--- src/lcdcl_defs.svh ---
// Constants of the column driver loader: geometry, depths and pin timing.
// Assumes nothing; included by the package and by every design file but the FIFO.
`ifndef LCDCL_DEFS_SVH
`define LCDCL_DEFS_SVH

`define LCDCL_COLS 80
`define LCDCL_NIBBLES 20
`define LCDCL_NIB_W 4
`define LCDCL_SLOT_W 5
`define LCDCL_LAST_SLOT 5'h13
`define LCDCL_LAST_COL 7'h4F
`define LCDCL_FIFO_DEPTH 4
`define LCDCL_LEVEL_W 2
`define LCDCL_REF_CLK_MHZ 100
`define LCDCL_SCLK_MAX_MHZ 6
`define LCDCL_SCLK_MIN_CYCLES ((`LCDCL_REF_CLK_MHZ + `LCDCL_SCLK_MAX_MHZ - 1) / `LCDCL_SCLK_MAX_MHZ)

`endif

--- src/lcdcl_pkg.sv ---
// Types shared by the column driver loader files.
// Assumes lcdcl_defs.svh for widths.
`include "lcdcl_defs.svh"
package lcdcl_pkg;

    // Drive level chosen for one column
    typedef enum logic [`LCDCL_LEVEL_W-1:0] {
        LCDCL_LEVEL_TOP = 2'h0,
        LCDCL_LEVEL_MID_HIGH = 2'h1,
        LCDCL_LEVEL_MID_LOW = 2'h2,
        LCDCL_LEVEL_BOTTOM = 2'h3
    } lcdcl_level_t;

    // Loader phase, one-hot
    typedef enum logic [2:0] {
        LCDCL_PH_LOAD = 3'h1,
        LCDCL_PH_FULL = 3'h2,
        LCDCL_PH_COPY = 3'h4
    } lcdcl_phase_t;

    // Whole state of the loader
    typedef struct packed {
        lcdcl_phase_t phase;
        logic sclk_prev;
        logic latch_prev;
        logic [`LCDCL_SLOT_W-1:0] count;
        logic [`LCDCL_COLS-1:0] stage1;
        logic [`LCDCL_COLS-1:0] stage2;
        logic [`LCDCL_COLS*`LCDCL_LEVEL_W-1:0] columns;
    } lcdcl_state_t;

endpackage

--- src/lcdcl_column_mux.sv ---
// Per-column drive level select from latched bit and frame polarity.
// Purely combinational; the caller registers the result.
`timescale 1ns/100ps
`include "lcdcl_defs.svh"
module lcdcl_column_mux (
    input wire logic [`LCDCL_COLS-1:0] bits_in, // Latched line data
    input wire logic frame_polarity_in, // Frame polarity
    output logic [`LCDCL_COLS*`LCDCL_LEVEL_W-1:0] levels_out // Level code per column
);
    // Four-way level pick for each column
    always_comb begin
        levels_out = '0;
        for (int c = 0; c < `LCDCL_COLS; c++) begin
            case ({bits_in[c], frame_polarity_in})
                2'h3: levels_out[c*`LCDCL_LEVEL_W +: `LCDCL_LEVEL_W] = lcdcl_pkg::LCDCL_LEVEL_TOP;
                2'h2: levels_out[c*`LCDCL_LEVEL_W +: `LCDCL_LEVEL_W] = lcdcl_pkg::LCDCL_LEVEL_BOTTOM;
                2'h1: levels_out[c*`LCDCL_LEVEL_W +: `LCDCL_LEVEL_W] = lcdcl_pkg::LCDCL_LEVEL_MID_HIGH;
                default: levels_out[c*`LCDCL_LEVEL_W +: `LCDCL_LEVEL_W] = lcdcl_pkg::LCDCL_LEVEL_MID_LOW;
            endcase
        end
    end
endmodule

--- src/lcdcl_fifo.sv ---
// Small synchronous FIFO with valid/ready on both sides.
// Assumes one clock and a synchronous active-low reset.
`timescale 1ns/100ps
module lcdcl_fifo #(
    parameter int WIDTH = 9,
    parameter int DEPTH = 4
) (
    input wire logic ref_clk_in, // Clock
    input wire logic rst_n_in, // Synchronous reset, low
    input wire logic in_valid_in, // Write request
    output logic in_ready_out, // Room for a word
    input wire logic [WIDTH-1:0] in_data_in, // Write data
    output logic out_valid_out, // Word available
    input wire logic out_ready_in, // Reader takes word
    output logic [WIDTH-1:0] out_data_out // Head word
);
    localparam int PW = $clog2(DEPTH);

    typedef struct packed {
        logic [DEPTH-1:0][WIDTH-1:0] mem;
        logic [PW-1:0] wr_ptr;
        logic [PW-1:0] rd_ptr;
        logic [PW:0] fill;
    } lcdcl_fifo_state_t;

    lcdcl_fifo_state_t st;
    lcdcl_fifo_state_t next_st;
    logic push;
    logic pop;

    // Handshakes straight from the fill level
    assign in_ready_out = (st.fill != DEPTH[PW:0]);
    assign out_valid_out = (st.fill != '0);
    assign out_data_out = st.mem[st.rd_ptr];
    assign push = in_valid_in & in_ready_out;
    assign pop = out_valid_out & out_ready_in;

    // Pointer wrap assumes a power-of-two depth
    always_comb begin
        next_st = st;
        if (push) begin
            next_st.mem[st.wr_ptr] = in_data_in;
            next_st.wr_ptr = st.wr_ptr + 1'b1;
        end
        if (pop) begin
            next_st.rd_ptr = st.rd_ptr + 1'b1;
        end
        next_st.fill = st.fill + {{PW{1'b0}}, push} - {{PW{1'b0}}, pop};
    end

    always_ff @(posedge ref_clk_in) begin
        if (!rst_n_in) begin
            st <= '0;
        end else begin
            st <= next_st;
        end
    end
endmodule

--- src/lcdcl_loader.sv ---
// Column driver loader: nibble capture, two-stage line register, chain enable.
// Assumes all pins synchronous to ref_clk_in; shift clock well below ref clock.
// Function
// Data is captured on each falling edge of the shift clock while the controller holds it valid there.
// Each nibble is written into the first-stage register at a place set by the direction select.
// The driver only works while its selected chain enable input is high, otherwise clock and data are held low.
// After 20 nibbles (80 bits) the selected chain enable output goes high.
// The latch pulse clears the chain enable output.
// The first driver of a cascade has its enable input tied high by the system.
// Twenty channel shift strobes, one per 4-bit channel, are derived from the shift clock.
// On the latch pulse falling edge the first stage is copied whole into the second stage.
// The 80-bit second stage holds the line data and feeds each column for the whole line.
// Each column picks one of four levels from its latched bit and the frame polarity.
// Direction low maps the first bit to column 79, uses line a as output and line b as input.
// Direction high maps the first bit to column 0, uses line a as input and line b as output.
// Chain enables are active high and the input line takes the previous driver's output.
// The controller keeps the shift clock at or below 6 MHz.
// Once full, further shift clocks are ignored until the next latch pulse.
`timescale 1ns/100ps
`include "lcdcl_defs.svh"
module lcdcl_loader (
    input wire logic ref_clk_in, // 100 MHz clock
    input wire logic rst_n_in, // Synchronous reset, low
    input wire logic shift_clock_in, // Data shift clock
    input wire logic [`LCDCL_NIB_W-1:0] nibble_inputs_in, // Display data nibble
    input wire logic latch_pulse_in, // Line latch pulse
    input wire logic direction_select_in, // Shift direction
    input wire logic frame_polarity_in, // Frame polarity
    input wire logic chain_enable_a_in, // Chain line a, pin level
    output logic chain_enable_a_out, // Chain line a, driven value
    output logic chain_enable_a_oe_out, // Chain line a, drive enable
    input wire logic chain_enable_b_in, // Chain line b, pin level
    output logic chain_enable_b_out, // Chain line b, driven value
    output logic chain_enable_b_oe_out, // Chain line b, drive enable
    output logic load_ready_out, // Capture buffer has room
    output logic [`LCDCL_COLS*`LCDCL_LEVEL_W-1:0] column_outputs_out // Level code per column
);
    localparam int FIFO_W = `LCDCL_SLOT_W + `LCDCL_NIB_W;

    lcdcl_pkg::lcdcl_state_t st;
    lcdcl_pkg::lcdcl_state_t next_st;
    logic enabled;
    logic [`LCDCL_NIB_W-1:0] int_data;
    logic sclk_fall;
    logic latch_fall;
    logic push_valid;
    logic push_ready;
    logic push_fire;
    logic pop_valid;
    logic pop_ready;
    logic pop_fire;
    logic [FIFO_W-1:0] pop_word;
    logic [`LCDCL_SLOT_W-1:0] pop_slot;
    logic [`LCDCL_NIB_W-1:0] pop_nib;
    logic [`LCDCL_NIBBLES-1:0] chan_strobe;
    logic copy_now;
    logic enable_out;
    logic [`LCDCL_COLS*`LCDCL_LEVEL_W-1:0] mux_levels;

    // Column index for bit j of nibble slot k in the chosen direction
    function automatic logic [6:0] col_of(input logic [`LCDCL_SLOT_W-1:0] slot, input logic [1:0] bit_i,
                                          input logic dir);
        logic [6:0] idx;
        idx = {slot, bit_i};
        return dir ? idx : (`LCDCL_LAST_COL - idx);
    endfunction

    // One strobe per channel from the slot being written
    function automatic logic [`LCDCL_NIBBLES-1:0] chan_decode(input logic fire,
                                                             input logic [`LCDCL_SLOT_W-1:0] slot);
        logic [`LCDCL_NIBBLES-1:0] v;
        v = '0;
        for (int k = 0; k < `LCDCL_NIBBLES; k++) begin
            v[k] = fire && (slot == k[`LCDCL_SLOT_W-1:0]);
        end
        return v;
    endfunction

    // Input enable picked by direction; the other line is our output
    assign enabled = direction_select_in ? chain_enable_a_in : chain_enable_b_in;
    assign int_data = enabled ? nibble_inputs_in : '0;
    assign sclk_fall = st.sclk_prev & ~shift_clock_in;
    assign latch_fall = st.latch_prev & ~latch_pulse_in;

    // Capture only while enabled and still loading; full ignores clocks
    assign push_valid = sclk_fall & enabled & (st.phase == lcdcl_pkg::LCDCL_PH_LOAD);
    assign push_fire = push_valid & push_ready;
    assign load_ready_out = push_ready;

    // Drain stalls in the latch edge cycle so the copy sees a settled stage
    assign pop_ready = ~latch_fall;
    assign pop_fire = pop_valid & pop_ready;
    assign pop_slot = pop_word[FIFO_W-1 -: `LCDCL_SLOT_W];
    assign pop_nib = pop_word[`LCDCL_NIB_W-1:0];
    assign chan_strobe = chan_decode(pop_fire, pop_slot);

    // Copy waits until every captured nibble has landed
    assign copy_now = (st.phase == lcdcl_pkg::LCDCL_PH_COPY) & ~pop_valid;
    assign enable_out = (st.phase == lcdcl_pkg::LCDCL_PH_FULL);

    // Chain pins: line a drives when direction is low, line b when high
    assign chain_enable_a_out = enable_out & ~direction_select_in;
    assign chain_enable_a_oe_out = ~direction_select_in;
    assign chain_enable_b_out = enable_out & direction_select_in;
    assign chain_enable_b_oe_out = direction_select_in;
    assign column_outputs_out = st.columns;

    lcdcl_fifo #(
        .WIDTH(FIFO_W),
        .DEPTH(`LCDCL_FIFO_DEPTH)
    ) u_capture_fifo (
        .ref_clk_in(ref_clk_in),
        .rst_n_in(rst_n_in),
        .in_valid_in(push_valid),
        .in_ready_out(push_ready),
        .in_data_in({st.count, int_data}),
        .out_valid_out(pop_valid),
        .out_ready_in(pop_ready),
        .out_data_out(pop_word)
    );

    lcdcl_column_mux u_column_mux (
        .bits_in(st.stage2),
        .frame_polarity_in(frame_polarity_in),
        .levels_out(mux_levels)
    );

    // Next state of the loader
    always_comb begin
        next_st = st;
        next_st.sclk_prev = shift_clock_in;
        next_st.latch_prev = latch_pulse_in;
        next_st.columns = mux_levels;
        // Channel writes, bit 0 of a nibble is its first bit
        for (int k = 0; k < `LCDCL_NIBBLES; k++) begin
            if (chan_strobe[k]) begin
                for (int j = 0; j < `LCDCL_NIB_W; j++) begin
                    next_st.stage1[col_of(k[`LCDCL_SLOT_W-1:0], j[1:0], direction_select_in)] = pop_nib[j];
                end
            end
        end
        if (push_fire) begin
            next_st.count = st.count + 1'b1;
        end
        case (st.phase)
            lcdcl_pkg::LCDCL_PH_LOAD: begin
                if (push_fire && st.count == `LCDCL_LAST_SLOT) begin
                    next_st.phase = lcdcl_pkg::LCDCL_PH_FULL;
                end
            end
            lcdcl_pkg::LCDCL_PH_FULL: begin
                next_st.phase = lcdcl_pkg::LCDCL_PH_FULL;
            end
            lcdcl_pkg::LCDCL_PH_COPY: begin
                if (copy_now) begin
                    next_st.stage2 = st.stage1;
                    next_st.count = '0;
                    next_st.phase = lcdcl_pkg::LCDCL_PH_LOAD;
                end
            end
            default: begin
                next_st.phase = lcdcl_pkg::LCDCL_PH_LOAD;
            end
        endcase
        // Latch edge wins from any phase and drops the enable output
        if (latch_fall) begin
            next_st.phase = lcdcl_pkg::LCDCL_PH_COPY;
        end
    end

    // State register; latch pulse is the only line-level clear besides reset
    always_ff @(posedge ref_clk_in) begin
        if (!rst_n_in) begin
            st <= '{phase: lcdcl_pkg::LCDCL_PH_LOAD, default: '0};
        end else begin
            st <= next_st;
        end
    end
endmodule

--- config.mk ---
export PLATFORM = sky130hd
export DESIGN_NAME = lcdcl_loader
export DESIGN_NICKNAME = d
export VERILOG_FILES = /design/src/lcdcl_pkg.sv /design/src/lcdcl_column_mux.sv /design/src/lcdcl_fifo.sv /design/src/lcdcl_loader.sv
export VERILOG_INCLUDE_DIRS = /design/src
export SDC_FILE = /design/constraint.sdc
export NUM_CORES = 1
export LEC_CHECK = 0
export ABC_AREA = 1
export BUFFER_PORTS_ARGS = -buffer_cell sky130_fd_sc_hd__buf_2
export CAP_MARGIN = 20
export CORE_AREA = 3 3 187 189
export CTS_BUF_LIST = sky130_fd_sc_hd__clkbuf_8 sky130_fd_sc_hd__clkbuf_16
export CTS_CLUSTER_SIZE = 12
export DETAILED_ROUTE_END_ITERATION = 10
export DIE_AREA = 0 0 190 192
export PLACE_DENSITY = 0.74
export SLEW_MARGIN = 25
export SYNTH_ARGS = -nofsm -noshare
export SYNTH_HDL_FRONTEND = slang
export SYNTH_SLANG_ARGS = --single-unit
export TNS_END_PERCENT = 20
--- constraint.sdc ---
create_clock -name ref_clk_in -period 4.12 [get_ports ref_clk_in]
set_clock_uncertainty 0.15 [all_clocks]
set_input_delay 0 -clock ref_clk_in [delete_from_list [all_inputs] [get_ports ref_clk_in]]
set_output_delay 0 -clock ref_clk_in [all_outputs]
set_load 0.02 [all_outputs]
==> results by group <==
Outcome
  • Status: completed

Synth
  • Yosys warns: 0
  • Cell count after synthesis: 2458
  • Syn_nets: 2638
  • Cell Area, Synth: 18300 um2
  • Syn_area_per_cell: 7.43 um2
  • Synthesis-stage register bit count: 373
  • Count of cell types in the netlist: 30
  • Post-synthesis sequential area ratio: 40.9%

Setup path
  • CP Buf/Inv Count: 1
  • Worst setup EP type: flip-flop
  • CP max stage cell: dfxtp_1
  • Worst setup SP type: flip-flop
  • Crit-path cells: inv_2 -> nand2_1 -> nand3_1 -> nand2_2 -> nand2_4 -> nor2_4 -> nand2_1 -> nand2_1 -> nand2_1 -> nor2_1 -> nor2_1
  • CP Max Fanout: 23
  • Delay-heaviest family, CP: simple AND/OR/NAND/NOR gates
  • Most frequent CP cell: nand2_1
  • Critical Path Max Stage Delay: 0.74 ns
  • Crit path required time: 4.42 ns
  • WS Path Type: reg2reg
  • Arrival @ worst endpoint: 3.41 ns

Clock tree
  • CTS H-Tree Depth: 2
  • Post-CTS setup buffers: 0
  • Total CTS buffers: 42
  • Clk slew on worst S/H paths: 0.06 ns
  • CTS resizes: 0
  • CTS Hold Bufs: 14
  • CTS tree: built
  • Root Driver: clkbuf_16
  • Clk Latency, worst-skew pair: 0.56 ns
  • Clock sink count: 373
  • Longest Clk Path Bufs: 3

Final layout
  • Area delta synth->final: 8.06%
  • Antenna cell count: 0
  • Final nets: 2619
  • Final Util: 59.0%
  • Share of cells above drive strength 1: 12.2%

Routing
  • Via count: 14794
  • Final WL: 41400 um
  • DRT Pass-1 Iters: 5
  • Mean routed wirelength per cell: 14.2 um
  • Residual DRC: 0
  • Vias per cell: 5.07
  • Routed Antenna Nets: 0
  • Starting DRC count in detailed routing: 1112

STA
  • Fmax: 321 MHz
  • Setup Total Neg Slack: 0 ns
  • # setup viols final: 0
  • Worst relative slew slack: 47.1%
  • RSZ-0062 raised after global routing: no
  • Worst Tran Pin Value: 0.793 ns
  • Max Slew Vio Count: 0
  • Hold Vio Cnt, Final: 0
  • Fin crit period: 3.12 ns
  • Fin crit share: 75.7%

Power and ir drop
  • Power Density: 463 nW/um2
  • Peak VDD IR: 0.285 mV
  • Static Leak: 9.13 nW

GRT
  • GRT overflow: 0
  • Largest net degree at the start of global routing: 125
  • First-pass GRT wire length: 68000 um
  • Initial antenna violation count: 0
  • Tot GR Track Use: 22.5%
  • Number of global-route vias before repair: 14054

Floorplanning
  • Initial Util: 54.6%
  • Chip height: 192 um
  • Horiz. Die Dim: 190 um
  • # IOs: 177
  • Rows: 67
  • Die ar.: 36500 um2
  • Core ar.: 33400 um2

Worst hold path
  • Hold crit path type: in2reg

Flow run
  • Max_cap viols: 0

Placement
  • HPWL Detailed: 27600 um
  • GPL Wtd Cong: 0.881
  • PortBufs: 176
==> final cells by class <==
cell class,instances,area (um2)
repair buffers,207,1190
clock inverters,18,115
fillers,3016,13700
multi-input cells,1549,8120
flip-flops and latches,373,7470
clock buffers,55,1260
inverters,266,1010
well taps,448,561
==> power breakdown <==
group	leakage, nW	internal [mW]	switching, mW
logic	5.38	0.443	1.15
clock network	0.705	2.21	1.46
registers	3.04	3.77	0.111
total	9.13	6.42	2.72
==> placed cells by master (no fill, tap or decap), types with 10 or more instances in the layout <==
| cell type | instances |
|---|---|
| nand2_2 | 13 |
| buf_4 | 15 |
| dlygate4sd3_1 | 14 |
| ha_1 | 167 |
| clkbuf_16 | 45 |
| clkbuf_8 | 10 |
| nor2_1 | 291 |
| o21ai_0 | 86 |
| clkinv_2 | 11 |
| buf_2 | 175 |
| inv_1 | 258 |
| a21oi_1 | 206 |
| dfxtp_1 | 373 |
| nand3_1 | 224 |
| nand2_1 | 534 |
==> per-layer routing <==
layer / wire, um / GRT usage (%) / up-vias
met2: 20500 / 39.8 / 429
met3: 2300 / 3.21 / 83
met5: 0 / 0 / -
li1: - / - / 7503
met1: 17600 / 27.8 / 6779
met4: 1030 / 8.16 / 0
==> cell families (layout without fill, tap and decap cells) <==
family,after synthesis,in the layout,synth area share [%]
AOI/OAI and AO/OA,296,296,8.17
xor gates and xnor gates,2,2,0.0960
adders and majority gates,168,168,11.6
buffers and inverters,536,546,14.7
DFF,373,373,40.9
and+or+nand+nor,1083,1083,24.6
==> tightest hold or removal path, cell delays in order <==
cell     delay [ns]
buf_2          0.08
or2_2          0.10
o21ai_2        0.08
nor2_1         0.12
nand2_2        0.16
nand2_1        0.10
a21oi_1        0.06
==> flip-flops by register name, summed over array words and instances, names as in the netlist <==
register / count
column_outputs_out: 160
u_capture_fifo.st: 43
st: 170
==> metrics by stage <==
step | hold WS [ns] | instance area [um2] | setup slack [ns] | instances | power (mW)
floorplan | -0.0565 | 18300 | 0.330 | 2458 | 5.21
global placement | 0.0437 | 18200 | 1.23 | 2829 | 5.47
detailed placement | 0.0521 | 18200 | 1.06 | 2829 | 5.53
CTS | 0.0256 | 19700 | 1.07 | 2916 | 9.21
global route | 0.112 | 19700 | 0.734 | 2916 | 9.60
finish | 0.0452 | 19700 | 1.00 | 2916 | 9.14
==> synth_stat cells <==
library cell	number	area (um2)
a31oi_1	1	6.26
nand2_4	1	11.3
clkbuf_1	71	267
nor2_4	6	67.6
buf_6	2	22.5
nand2_2	13	81.3
or2_2	1	6.26
nor4_1	1	6.26
o21ai_2	1	8.76
nand3_1	225	1130
clkinv_1	4	15.0
ha_1	167	2090
buf_4	166	1250
nor3_1	3	15.0
buf_1	9	33.8
dfxtp_1	373	7470
xor2_1	2	17.5
o21bai_1	2	15.0
nand3_2	2	20.0
nor3_2	1	10.0
a21oi_1	206	1030
buf_2	22	110
fa_1	1	20.0
nor3_4	2	32.5
inv_2	6	22.5
o21ai_0	86	430
nor2_1	291	1090
nor2_2	3	18.8
nand2_1	534	2000
inv_1	256	961
==> worst paths after layout <==
path / depth (start not counted) / endpoint / slack [ns] / from
setup / recovery: 11 / st[313]$_SDFF_PN0_ / 1.00 / u_capture_fifo.st[3]$_SDFFE_PN0N_
hold / removal: 7 / st[324]$_SDFF_PN0_ / 0.05 / chain_enable_b_in
setup reg to reg: 11 / st[313]$_SDFF_PN0_ / 1.00 / u_capture_fifo.st[3]$_SDFFE_PN0N_
hold reg to reg: 2 / u_capture_fifo.st[11]$_SDFFE_PN0P_ / 0.31 / u_capture_fifo.st[11]$_SDFFE_PN0P_
No activity file was read; power rests on OpenSTA's default activity.
